--- config.mk ---
export PLATFORM = sky130hd
export DESIGN_NAME = irc_core
export DESIGN_NICKNAME = d
export VERILOG_FILES = /design/src/rtl/irc_pkg.sv /design/src/rtl/irc_ctx_if.sv /design/src/rtl/irc_ctx.sv /design/src/rtl/irc_core.sv
export VERILOG_INCLUDE_DIRS = /design/src /design/src/rtl
export SDC_FILE = /design/constraint.sdc
export NUM_CORES = 1
export LEC_CHECK = 0
export BUFFER_PORTS_ARGS = -buffer_cell sky130_fd_sc_hd__buf_2
export CELL_PAD_IN_SITES_DETAIL_PLACEMENT = 1
export CELL_PAD_IN_SITES_GLOBAL_PLACEMENT = 1
export CORE_ASPECT_RATIO = 1.25
export CORE_MARGIN = 5
export CORE_UTILIZATION = 37
export CTS_BUF_LIST = sky130_fd_sc_hd__clkbuf_16
export DETAILED_ROUTE_END_ITERATION = 16
export GPL_ROUTABILITY_DRIVEN = 0
export PLACE_DENSITY = 0.8
export SLEW_MARGIN = 20
export SYNTH_ARGS = -nofsm -noshare
export SYNTH_HDL_FRONTEND = slang
export SYNTH_SLANG_ARGS = --single-unit
export TNS_END_PERCENT = 50
--- constraint.sdc ---
create_clock -name clk -period 4.3 [get_ports clk]
set_input_delay 0.215 -clock clk [delete_from_list [all_inputs] [get_ports clk]]
set_output_delay 0.215 -clock clk [all_outputs]
set_load 0.05 [all_outputs]
--- src/rtl/irc_defs.svh ---
// Constants for the isochronous receive context control block.
// Assumes byte offsets inside the controller's memory window.
`ifndef IRC_DEFS_SVH
`define IRC_DEFS_SVH

// ----------------------------------------------------------------------
// Register map
// ----------------------------------------------------------------------
`define IRC_REGION       4'h4
`define IRC_SET_OFS      5'h00
`define IRC_CLR_OFS      5'h04
`define IRC_WR_MASK      32'hF000901F
`define IRC_RD_MASK      32'hF0009CFF

// ----------------------------------------------------------------------
// Control field positions
// ----------------------------------------------------------------------
`define IRC_B_PACK       31
`define IRC_B_KEEP       30
`define IRC_B_CME        29
`define IRC_B_MULTI      28
`define IRC_B_RUN        15
`define IRC_B_WAKE       12
`define IRC_B_DEAD       11
`define IRC_B_ACTIVE     10

// ----------------------------------------------------------------------
// Completion codes and speeds
// ----------------------------------------------------------------------
`define IRC_EVT_LONG     5'h02
`define IRC_EVT_OVERRUN  5'h05
`define IRC_EVT_DESC_RD  5'h06
`define IRC_EVT_DATA_WR  5'h08
`define IRC_EVT_UNKNOWN  5'h0E
`define IRC_ACK_COMPLETE 5'h11
`define IRC_ACK_DATA_ERR 5'h1D
`define IRC_SPD_S100     3'h0
`define IRC_SPD_S200     3'h1
`define IRC_SPD_S400     3'h2

`endif

--- src/rtl/irc_pkg.sv ---
// Types shared by the receive context control modules.
// Assumes irc_defs.svh supplies the numeric constants.
package irc_pkg;
    typedef enum logic [1:0] {
        IRC_IDLE  = 2'b00,
        IRC_BODY  = 2'b01,
        IRC_TRAIL = 2'b11
    } irc_state_t;
endpackage

--- src/rtl/irc_ctx_if.sv ---
// Carrier between the receive core and one context's control register.
// Assumes a single clock domain.
`timescale 1ns/1ps
interface irc_ctx_if;
    logic        sw_set;
    logic        sw_clr;
    logic [31:0] wdata;
    logic        desc_fetch;
    logic        fatal;
    logic [4:0]  fatal_code;
    logic        pkt_done;
    logic [2:0]  pkt_spd;
    logic [4:0]  pkt_evt;
    logic        cycle_hit;
    logic [31:0] ctrl;

    modport core (output sw_set, sw_clr, wdata, desc_fetch, fatal, fatal_code,
                  pkt_done, pkt_spd, pkt_evt, cycle_hit, input ctrl);
    modport ctx  (input sw_set, sw_clr, wdata, desc_fetch, fatal, fatal_code,
                  pkt_done, pkt_spd, pkt_evt, cycle_hit, output ctrl);
endinterface

--- src/rtl/irc_ctx.sv ---
// Control and status register of one isochronous receive context.
// Assumes the core delivers one-cycle strobes on the carrier.
`timescale 1ns/1ps
`include "irc_defs.svh"
module irc_ctx (
    // Clock and reset
    input wire logic clk,
    input wire logic reset_n,
    // Core side
    irc_ctx_if.ctx   bus
);
    logic [31:0] set_bits;
    logic [31:0] clr_bits;
    logic [3:0]  mode_reg;
    logic        run_reg;
    logic        wake_reg;
    logic        dead_reg;
    logic        active_reg;
    logic        active_next;
    logic [2:0]  spd_reg;
    logic [4:0]  evt_reg;

    assign set_bits = bus.sw_set ? (bus.wdata & `IRC_WR_MASK) : 32'h00000000;
    assign clr_bits = bus.sw_clr ? (bus.wdata & `IRC_WR_MASK) : 32'h00000000;

    // Running needs run, no fatal error, and the start cycle reached if asked.
    assign active_next = run_reg && !dead_reg && !bus.fatal &&
                         (active_reg || !mode_reg[1] || bus.cycle_hit); // [RULE8] [RULE16]

    // ------------------------------------------------------------------
    // Mode bits
    // ------------------------------------------------------------------
    always_ff @(posedge clk) begin
        if (!reset_n) begin
            mode_reg <= 4'h0;
        end else begin
            mode_reg <= (mode_reg | set_bits[31:28]) & ~clr_bits[31:28];
            if (active_next && !active_reg) begin
                mode_reg[1] <= 1'b0; // [RULE9]
            end
        end
    end

    // ------------------------------------------------------------------
    // Run, wake, dead, active
    // ------------------------------------------------------------------
    always_ff @(posedge clk) begin
        if (!reset_n) begin
            run_reg <= 1'b0;
        end else begin
            run_reg <= (run_reg | set_bits[`IRC_B_RUN]) & ~clr_bits[`IRC_B_RUN]; // [RULE13]
        end
    end

    always_ff @(posedge clk) begin
        if (!reset_n) begin
            wake_reg <= 1'b0;
        end else if (set_bits[`IRC_B_WAKE]) begin
            wake_reg <= 1'b1; // [RULE14]
        end else if (bus.desc_fetch || clr_bits[`IRC_B_WAKE]) begin
            wake_reg <= 1'b0; // [RULE14]
        end
    end

    always_ff @(posedge clk) begin
        if (!reset_n) begin
            dead_reg <= 1'b0;
        end else if (bus.fatal && run_reg) begin
            dead_reg <= 1'b1; // [RULE15]
        end else if (!run_reg) begin
            dead_reg <= 1'b0; // [RULE15]
        end
    end

    always_ff @(posedge clk) begin
        if (!reset_n) begin
            active_reg <= 1'b0;
        end else begin
            active_reg <= active_next; // [RULE16]
        end
    end

    // ------------------------------------------------------------------
    // Speed and completion code
    // ------------------------------------------------------------------
    always_ff @(posedge clk) begin
        if (!reset_n) begin
            spd_reg <= `IRC_SPD_S100;
            evt_reg <= 5'h00;
        end else if (bus.fatal) begin
            evt_reg <= bus.fatal_code;
            spd_reg <= bus.pkt_done ? bus.pkt_spd : spd_reg; // [RULE17]
        end else if (bus.pkt_done) begin
            spd_reg <= bus.pkt_spd; // [RULE17]
            evt_reg <= bus.pkt_evt;
        end else begin
            evt_reg <= (evt_reg | set_bits[4:0]) & ~clr_bits[4:0];
        end
    end

    assign bus.ctrl = {mode_reg, 12'h000, run_reg, 2'b00, wake_reg, dead_reg,
                       active_reg, 2'b00, spd_reg, evt_reg}; // [RULE23]

    // ------------------------------------------------------------------
    // Checks
    // ------------------------------------------------------------------
    a_run_sw_only: assert property (@(posedge clk) disable iff (!reset_n) // [RULE13]
        (!bus.sw_set && !bus.sw_clr) |=> $stable(run_reg))
        else $error("run changed without a software write");
    a_wake_fetch: assert property (@(posedge clk) disable iff (!reset_n) // [RULE14]
        (bus.desc_fetch && !set_bits[`IRC_B_WAKE]) |=> !wake_reg)
        else $error("wake not cleared by descriptor fetch");
    a_dead_fatal: assert property (@(posedge clk) disable iff (!reset_n) // [RULE15]
        (bus.fatal && run_reg) |=> dead_reg ##0 !active_reg)
        else $error("fatal error did not kill the context");
    a_dead_norun: assert property (@(posedge clk) disable iff (!reset_n) // [RULE15]
        !run_reg |=> !dead_reg)
        else $error("dead stayed set with run clear");
    a_active_run: assert property (@(posedge clk) disable iff (!reset_n) // [RULE16]
        !run_reg |=> !active_reg)
        else $error("active without run");
    a_cme_clear: assert property (@(posedge clk) disable iff (!reset_n) // [RULE9]
        $rose(active_reg) |-> !mode_reg[1])
        else $error("start-on-cycle enable left set after start");
    a_cycle_wait: assert property (@(posedge clk) disable iff (!reset_n) // [RULE8]
        (mode_reg[1] && !active_reg && !bus.cycle_hit) |=> !active_reg)
        else $error("context started before its cycle");
endmodule

--- src/rtl/irc_core.sv ---
// Eight isochronous receive DMA contexts: control registers and receive steering.
// Summary of operation
// [RULE1] Pack mode writes packets back to back.
// [RULE2] Per-packet mode closes one buffer per packet.
// [RULE3] Multi-channel use requires pack mode set.
// [RULE4] Software keeps mode bits steady while running.
// [RULE5] Keep-header stores the header before payload.
// [RULE6] Kept packets end with status and cycle_start_time.
// [RULE7] Without keep-header only payload is stored.
// [RULE8] Start-on-cycle waits for matching bus cycle.
// [RULE9] Start-on-cycle enable clears once context starts.
// [RULE10] Multi-channel accepts every masked channel.
// [RULE11] Otherwise accept only the selected channel.
// [RULE12] Software enables multi-channel in one context.
// [RULE13] Run is software owned, reset clears it.
// [RULE14] Wake resumes; descriptor fetch clears wake.
// [RULE15] Fatal error sets dead; run clear clears.
// [RULE16] Active shows descriptor processing, resets zero.
// [RULE17] Speed field reports receive rate code.
// [RULE18] Pack mode reports only four completion codes.
// [RULE19] Pack mode backs out bad packets silently.
// [RULE20] Per-packet mode reports seven completion codes.
// [RULE21] Set and clear addresses, identical reads.
// [RULE22] Eight contexts at a 20h stride.
// [RULE23] Reserved control bits read zero, ignore writes.
// Assumes a synchronous register port, one header word flagged by rx_sop per
// packet followed by at least one payload word, the last flagged by rx_eop.
`timescale 1ns/1ps
`include "irc_defs.svh"
module irc_core #(
    parameter int NCTX = 8
) (
    // Clock and reset
    input  wire logic              clk,
    input  wire logic              reset_n,
    // Register port
    input  wire logic              reg_wr,
    input  wire logic              reg_rd,
    input  wire logic [11:0]       reg_addr,
    input  wire logic [31:0]       reg_wdata,
    output logic      [31:0]       reg_rdata,
    // Bus timing and channel selection
    input  wire logic [31:0]       bus_cycle_timer,
    input  wire logic [15:0]       cycle_start_time,
    input  wire logic [31:0]       channel_select_mask_high,
    input  wire logic [31:0]       channel_select_mask_low,
    input  wire logic [NCTX*15-1:0] start_cycle_value,
    input  wire logic [NCTX*6-1:0] match_channel,
    // Descriptor engine
    input  wire logic [NCTX-1:0]   desc_fetch,
    input  wire logic              dma_err_valid,
    input  wire logic [2:0]        dma_err_ctx,
    input  wire logic [1:0]        dma_err_kind,
    // Link receive stream
    input  wire logic              rx_valid,
    input  wire logic              rx_sop,
    input  wire logic              rx_eop,
    input  wire logic [31:0]       rx_data,
    input  wire logic [2:0]        rx_spd,
    input  wire logic              rx_data_error,
    input  wire logic              rx_overrun,
    input  wire logic              rx_long,
    // Host memory write stream
    output logic                   out_valid,
    output logic      [31:0]       out_data,
    output logic      [2:0]        out_ctx,
    output logic                   out_pkt_end,
    output logic                   out_buf_close,
    output logic                   out_backout,
    // Context status
    output logic      [NCTX-1:0]   ctx_active,
    output logic      [NCTX-1:0]   ctx_run
);
    irc_ctx_if cif[NCTX] ();

    irc_pkg::irc_state_t state_reg;
    logic [31:0]    ctrl_w [NCTX];
    logic [NCTX-1:0] take;
    logic [NCTX-1:0] hit_reg;
    logic            sel_reg;
    logic [2:0]      sel_ctx_reg;
    logic            sel_pack_reg;
    logic            sel_keep_reg;
    logic            hdr_out_reg;
    logic            done_reg;
    logic [2:0]      done_ctx_reg;
    logic [2:0]      done_spd_reg;
    logic [4:0]      done_evt_reg;
    logic            pick_ok;
    logic [2:0]      pick_ctx;
    logic [4:0]      evt_now;
    logic            bad_now;
    logic            reg_hit;
    logic [4:0]      fatal_code;

    // Channel enabled in the multi-channel masks.
    function automatic logic chan_masked(input logic [5:0] ch, input logic [31:0] hi,
                                         input logic [31:0] lo);
        chan_masked = ch[5] ? hi[ch[4:0]] : lo[ch[4:0]];
    endfunction

    assign reg_hit = (reg_addr[11:8] == `IRC_REGION) &&
                     (reg_addr[4:0] == `IRC_SET_OFS || reg_addr[4:0] == `IRC_CLR_OFS);
    assign fatal_code = (dma_err_kind == 2'h0) ? `IRC_EVT_DESC_RD :
                        (dma_err_kind == 2'h1) ? `IRC_EVT_DATA_WR : `IRC_EVT_UNKNOWN;

    // ------------------------------------------------------------------
    // Per-context wiring
    // ------------------------------------------------------------------
    for (genvar i = 0; i < NCTX; i++) begin : g_ctx
        irc_ctx u_ctx (
            .clk     (clk),
            .reset_n (reset_n),
            .bus     (cif[i])
        );
        // Context i answers at 400h + 20h*i.
        assign cif[i].sw_set = reg_wr && reg_hit && (reg_addr[7:5] == 3'(i)) &&
                               (reg_addr[4:0] == `IRC_SET_OFS); // [RULE21] [RULE22]
        assign cif[i].sw_clr = reg_wr && reg_hit && (reg_addr[7:5] == 3'(i)) &&
                               (reg_addr[4:0] == `IRC_CLR_OFS); // [RULE21] [RULE22]
        assign cif[i].wdata      = reg_wdata;
        assign cif[i].desc_fetch = desc_fetch[i];
        assign cif[i].fatal      = dma_err_valid && (dma_err_ctx == 3'(i));
        assign cif[i].fatal_code = fatal_code;
        assign cif[i].pkt_done   = done_reg && (done_ctx_reg == 3'(i));
        assign cif[i].pkt_spd    = done_spd_reg;
        assign cif[i].pkt_evt    = done_evt_reg;
        assign cif[i].cycle_hit  = hit_reg[i];
        assign ctrl_w[i]         = cif[i].ctrl;
        // Channel acceptance for a header word now on the stream.
        assign take[i] = ctrl_w[i][`IRC_B_ACTIVE] &&
            (ctrl_w[i][`IRC_B_MULTI] ?
             chan_masked(rx_data[13:8], channel_select_mask_high,
                         channel_select_mask_low) :             // [RULE10]
             (rx_data[13:8] == match_channel[i*6 +: 6]));       // [RULE11]
    end

    // ------------------------------------------------------------------
    // Start cycle compare
    // ------------------------------------------------------------------
    always_ff @(posedge clk) begin
        if (!reset_n) begin
            hit_reg <= '0;
        end else begin
            for (int k = 0; k < NCTX; k++) begin
                hit_reg[k] <= (bus_cycle_timer[26:12] == start_cycle_value[k*15 +: 15]); // [RULE8]
            end
        end
    end

    // ------------------------------------------------------------------
    // Register read
    // ------------------------------------------------------------------
    always_ff @(posedge clk) begin
        if (!reset_n) begin
            reg_rdata <= 32'h00000000;
        end else if (reg_rd) begin
            reg_rdata <= reg_hit ? (ctrl_w[reg_addr[7:5]] & `IRC_RD_MASK)
                                 : 32'h00000000; // [RULE21] [RULE23]
        end
    end

    always_ff @(posedge clk) begin
        if (!reset_n) begin
            ctx_active <= '0;
            ctx_run    <= '0;
        end else begin
            for (int k = 0; k < NCTX; k++) begin
                ctx_active[k] <= ctrl_w[k][`IRC_B_ACTIVE];
                ctx_run[k]    <= ctrl_w[k][`IRC_B_RUN];
            end
        end
    end

    // ------------------------------------------------------------------
    // Context selection and completion code
    // ------------------------------------------------------------------
    always_comb begin
        pick_ok  = 1'b0;
        pick_ctx = 3'h0;
        for (int k = NCTX - 1; k >= 0; k--) begin
            if (take[k]) begin
                pick_ok  = 1'b1;
                pick_ctx = 3'(k);
            end
        end
    end

    assign bad_now = rx_data_error || rx_overrun;

    always_comb begin
        evt_now = `IRC_ACK_COMPLETE; // [RULE18]
        if (!sel_pack_reg) begin
            if (rx_data_error) begin
                evt_now = `IRC_ACK_DATA_ERR; // [RULE20]
            end else if (rx_overrun) begin
                evt_now = `IRC_EVT_OVERRUN; // [RULE20]
            end else if (rx_long) begin
                evt_now = `IRC_EVT_LONG; // [RULE20]
            end
        end
    end

    // ------------------------------------------------------------------
    // Receive steering
    // ------------------------------------------------------------------
    always_ff @(posedge clk) begin
        if (!reset_n) begin
            state_reg    <= irc_pkg::IRC_IDLE;
            sel_reg      <= 1'b0;
            sel_ctx_reg  <= 3'h0;
            sel_pack_reg <= 1'b0;
            sel_keep_reg <= 1'b0;
        end else begin
            case (state_reg)
                irc_pkg::IRC_IDLE: begin
                    if (rx_valid && rx_sop) begin
                        sel_reg      <= pick_ok;
                        sel_ctx_reg  <= pick_ctx;
                        sel_pack_reg <= ctrl_w[pick_ctx][`IRC_B_PACK];
                        sel_keep_reg <= ctrl_w[pick_ctx][`IRC_B_KEEP];
                        state_reg    <= irc_pkg::IRC_BODY;
                    end
                end
                irc_pkg::IRC_BODY: begin
                    if (rx_valid && rx_eop) begin
                        if (sel_reg && sel_keep_reg && !(sel_pack_reg && bad_now)) begin
                            state_reg <= irc_pkg::IRC_TRAIL; // [RULE6]
                        end else begin
                            state_reg <= irc_pkg::IRC_IDLE;
                        end
                    end
                end
                irc_pkg::IRC_TRAIL: begin
                    state_reg <= irc_pkg::IRC_IDLE;
                end
                default: begin
                    state_reg <= irc_pkg::IRC_IDLE;
                end
            endcase
        end
    end

    // Status is posted at the end of each delivered packet.
    always_ff @(posedge clk) begin
        if (!reset_n) begin
            done_reg     <= 1'b0;
            done_ctx_reg <= 3'h0;
            done_spd_reg <= `IRC_SPD_S100;
            done_evt_reg <= `IRC_ACK_COMPLETE;
        end else begin
            done_reg <= state_reg == irc_pkg::IRC_BODY && rx_valid && rx_eop && sel_reg &&
                        !(sel_pack_reg && bad_now); // [RULE19]
            if (state_reg == irc_pkg::IRC_BODY && rx_valid && rx_eop) begin
                done_ctx_reg <= sel_ctx_reg;
                done_spd_reg <= rx_spd; // [RULE17]
                done_evt_reg <= evt_now;
            end
        end
    end

    always_ff @(posedge clk) begin
        if (!reset_n) begin
            out_valid     <= 1'b0;
            out_data      <= 32'h00000000;
            out_ctx       <= 3'h0;
            out_pkt_end   <= 1'b0;
            out_buf_close <= 1'b0;
            out_backout   <= 1'b0;
            hdr_out_reg   <= 1'b0;
        end else begin
            out_valid     <= 1'b0;
            out_pkt_end   <= 1'b0;
            out_buf_close <= 1'b0;
            out_backout   <= 1'b0;
            hdr_out_reg   <= 1'b0;
            case (state_reg)
                irc_pkg::IRC_IDLE: begin
                    if (rx_valid && rx_sop && pick_ok && ctrl_w[pick_ctx][`IRC_B_KEEP]) begin
                        out_valid   <= 1'b1; // [RULE5]
                        out_data    <= rx_data;
                        out_ctx     <= pick_ctx;
                        hdr_out_reg <= 1'b1;
                    end
                end
                irc_pkg::IRC_BODY: begin
                    if (rx_valid && sel_reg) begin
                        out_valid <= 1'b1; // [RULE7]
                        out_data  <= rx_data;
                        out_ctx   <= sel_ctx_reg;
                        if (rx_eop) begin
                            out_backout   <= sel_pack_reg && bad_now; // [RULE19]
                            out_pkt_end   <= !sel_keep_reg || (sel_pack_reg && bad_now);
                            out_buf_close <= !sel_pack_reg && !sel_keep_reg; // [RULE1] [RULE2]
                        end
                    end
                end
                irc_pkg::IRC_TRAIL: begin
                    out_valid     <= 1'b1; // [RULE6]
                    out_data      <= {ctrl_w[sel_ctx_reg][15:8], done_spd_reg, done_evt_reg,
                                      cycle_start_time};
                    out_ctx       <= sel_ctx_reg;
                    out_pkt_end   <= 1'b1;
                    out_buf_close <= !sel_pack_reg; // [RULE2]
                end
                default: begin
                    out_valid <= 1'b0;
                end
            endcase
        end
    end

    // ------------------------------------------------------------------
    // Checks
    // ------------------------------------------------------------------
    a_reserved_zero: assert property (@(posedge clk) disable iff (!reset_n) // [RULE23]
        (reg_rdata[27:16] == 12'h000) && (reg_rdata[14:13] == 2'b00) &&
        (reg_rdata[9:8] == 2'b00))
        else $error("reserved control bits read nonzero");
    a_header_kept: assert property (@(posedge clk) disable iff (!reset_n) // [RULE5]
        hdr_out_reg |-> out_valid && ctrl_w[out_ctx][`IRC_B_KEEP])
        else $error("header stored without keep-header");
    a_trailer_follows: assert property (@(posedge clk) disable iff (!reset_n) // [RULE6]
        (state_reg == irc_pkg::IRC_TRAIL) |=>
        out_valid && out_pkt_end && (out_data[15:0] == $past(cycle_start_time)))
        else $error("trailer word missing or wrong cycle_start_time");
    a_pack_no_close: assert property (@(posedge clk) disable iff (!reset_n) // [RULE1]
        (out_valid && ctrl_w[out_ctx][`IRC_B_PACK]) |-> !out_buf_close)
        else $error("pack mode closed a buffer per packet");
    a_pack_codes: assert property (@(posedge clk) disable iff (!reset_n) // [RULE18]
        (done_reg && ctrl_w[done_ctx_reg][`IRC_B_PACK]) |-> done_evt_reg == `IRC_ACK_COMPLETE)
        else $error("illegal completion code in pack mode");
    a_backout_quiet: assert property (@(posedge clk) disable iff (!reset_n) // [RULE19]
        out_backout |-> !done_reg ##1 !done_reg)
        else $error("backed out packet updated status");
    a_speed_post: assert property (@(posedge clk) disable iff (!reset_n) // [RULE17]
        done_reg |=> ctrl_w[$past(done_ctx_reg)][7:5] == $past(done_spd_reg))
        else $error("received speed not reported");
endmodule

==> flow_metrics.tcl <==
set metrics [dict create \
    finalSetupViolCount 0 \
    async_flop_share 0 \
    leakage_uw 0.00674 \
    status "finished, final reports clean" \
    critPathMaxStageDelay_ns 0.47 \
    arrival_ns 4.16 \
    cp-start-kind "input pin" \
    portBuffers 415 \
    fillers 4352 \
    dp_hpwl_um 41500 \
    final_nets 2278 \
    r2r_end "out_data[18]" \
    swShare 0.259 \
    drive_gt1_frac 0.298 \
    synth_edf_count 0 \
    ys_types 65 \
    ys_ff_latch 227 \
    dr.pass1.iters 5 \
    holdPathEnd "hit_reg[4]" \
    largest_register_ffs 40 \
    clk_latency_ns 0.52 \
    dieHeight_um 224 \
    synthCells 1554 \
    max_freq_ghz 0.268 \
    grt_remaining_overflow 0 \
    layout_common_cells "buf_2, dfxtp_1, a21oi_1" \
    slew_viol_final 0 \
    hold_viol 0 \
    fin_skew_ns 0.0124 \
    intPower_uw 3660 \
    finalCriticalPeriod_ns 3.73 \
    synthTopCellsByArea "dfxtp_1, xnor2_1, mux4_2, mux2i_1, a21oi_1" \
    row_count 78 \
    multi_input_area_um2 8290 \
    start_util 0.373 \
    core_area_um2 36300 \
    rsz0062_at_grt "no" \
    min_from "start_cycle_value[72]" \
    combPwrFrac 0.144 \
    drv_cap 0 \
    drt_wl_total_um 54400 \
    cts-resized-gates 0 \
    htreeDepth 1 \
    dieArea_um2 40600 \
    yosys.area.top_type_share 0.335 \
    utilization 0.461 \
    pwr-share-clk 0.425 \
    fin_tns_setup_ns 0 \
    path_delay_family "compound AO/OA/AOI/OAI gates" \
    path_cells "buf_2, buf_4, mux2i_1, a311oi_1, a31oi_1, nand4_1, a31o_2, nor2_2, mux2_2, or2_1, a221oi_4, buf_12, mux2i_1" \
    grtUsageTotal 0.256 \
    drtAntennaViolNets 0 \
    mostFrequentLayoutCell "buf_2" \
    relSlewSlack 0.223 \
    path_common_cell "mux2i_1" \
    die_w_um 181 \
    ios 470 \
    yosysSeqAreaShare 0.335 \
    powerDensity_nw_per_um2 295 \
    path_clk_slew_ns 0.06 \
    ir_drop_mv 0.246 \
    fin_crit_sh 0.868 \
    worstPathRequired_ns 4.73 \
    crit_buf_inv 3 \
    synth_warnings 0 \
    critPathCaptureType "flip-flop" \
    worstRegToRegCells 11 \
    r2r_slack_ns 0.77 \
    power_frac_seq 0.431 \
    synth_area_um2 13600 \
    route.detailed.drc 0 \
    hold_depth 4 \
    grt_max_degree 108 \
    ctsHoldBuffers 10 \
    cts_tree "yes" \
    power.switching_uw 1280 \
    worst_path_max_delay_cell "buf_2" \
    seq_area_um2 4540 \
    grt_pass1_vias 14616 \
    syn_to_final_growth_pct 23.5 \
    clkSinkCount 227 \
    drtIter0Drc 749 \
    cts_made_buffers 24 \
    r2r_start "g_ctx[0].u_ctx.active_reg" \
    wl_per_cell_um 22.7 \
    antenna_found_initial 9 \
    postCtsSetupRepairBufs 0 \
    avgSynthCellArea_um2 8.72 \
    via_per_inst 5.67 \
    grt_first_pass_wirelength_um 83400 \
    cts_root_buffer "clkbuf_16" \
    via_count 13569 \
    criticalPathCategory "input pin to flip-flop" \
    hp-class "input pin to flip-flop" \
    synth-main-ff-cell "dfxtp_1" \
    tightestPinTransition_ns 1.16 \
    cts_buffer_depth 3 \
    critPathMaxFanout 35 \
    synth.largest_area_cell "dfxtp_1" \
]
==> cell usage after synthesis (18+ instances only) <==
| library cell | instances |
|---|---|
| xor2_1 | 18 |
| a21oi_1 | 182 |
| nor3_1 | 29 |
| mux2_2 | 27 |
| nand3_1 | 27 |
| dfxtp_1 | 227 |
| xnor2_1 | 150 |
| buf_4 | 19 |
| mux4_2 | 46 |
| o21ai_0 | 20 |
| nand2_1 | 131 |
| clkbuf_1 | 113 |
| a211oi_1 | 85 |
| mux2i_1 | 103 |
| nand4_1 | 39 |
| inv_1 | 20 |
| nor4_1 | 19 |
| and2_1 | 19 |
| nor2_1 | 131 |
==> cell families after synthesis <==
kind of cell	share of synthesized area
multiplexers	0.176
AND/OR/NAND/NOR	0.160
other	0.000277
buffers and inverters	0.0594
AO/OA/AOI/OAI	0.161
XOR/XNOR	0.109
flip-flops	0.335
==> cell type report <==
type	count	share of cell area
multi-input cells	1166	0.496
flip-flops and latches	227	0.272
repair buffers	456	0.145
clock buffers	25	0.0374
well taps	480	0.0359
clock inverters	19	0.00980
inverters	20	0.00449
diodes	2	0.000299
==> worst max-delay path by stage <==
stage	slack [ns]	to	start	cells after the start
6_report	0.57	out_data[18]	rx_data[10]	13
2_1_floorplan	0.80	out_ctx[0]	rx_data[8]	15
3_5_place_dp	0.11	out_ctx[1]	rx_data[10]	13
5_1_grt	0.29	out_data[20]	rx_data[10]	13
4_1_cts	0.64	out_data[14]	rx_data[10]	13
3_3_place_gp	0.28	out_data[21]	rx_data[10]	12
==> metal layers <==
layer	vias to the layer above	track usage	wire (µm)
met5	-	0	57
met4	12	0.115	2650
met3	156	0.0484	4080
met2	634	0.470	27600
met1	6543	0.286	20000
li1	6224	-	-
==> worst reg2reg max path: stages, from the launching register on <==
cell	delay (ns)
dfxtp_1	0.52
nor2b_1	0.21
nand4_1	0.11
nor4_1	0.72
or4_1	0.26
a31o_2	0.15
nor2_2	0.09
mux2_2	0.29
or2_1	0.24
a221oi_4	0.31
buf_12	0.29
mux2i_1	0.25
==> power by group through the flow <==
stage / registers, µW / logic (µW) / clock network (µW)
floorplan: 2170 / 441 / 0
global placement: 2180 / 679 / 0
detailed placement: 2180 / 700 / 0
CTS: 2130 / 711 / 2140
global route: 2130 / 766 / 2220
finish: 2130 / 711 / 2100
==> stage by stage <==
stage / total power, µW / cell area [µm²] / hold WS [ns] / std cells / worst slack [ns]
3_3_place_gp: 2850 / 15800 / 0.441 / 2339 / 0.276
4_1_cts: 4980 / 16700 / 0.000189 / 2393 / 0.639
2_1_floorplan: 2610 / 13600 / 0.351 / 1569 / 0.804
6_report: 4940 / 16700 / 0.00665 / 2395 / 0.569
3_5_place_dp: 2880 / 15800 / 0.452 / 2339 / 0.109
5_1_grt: 5120 / 16700 / 0.0202 / 2395 / 0.294
No activity file was read; power rests on OpenSTA's default activity.
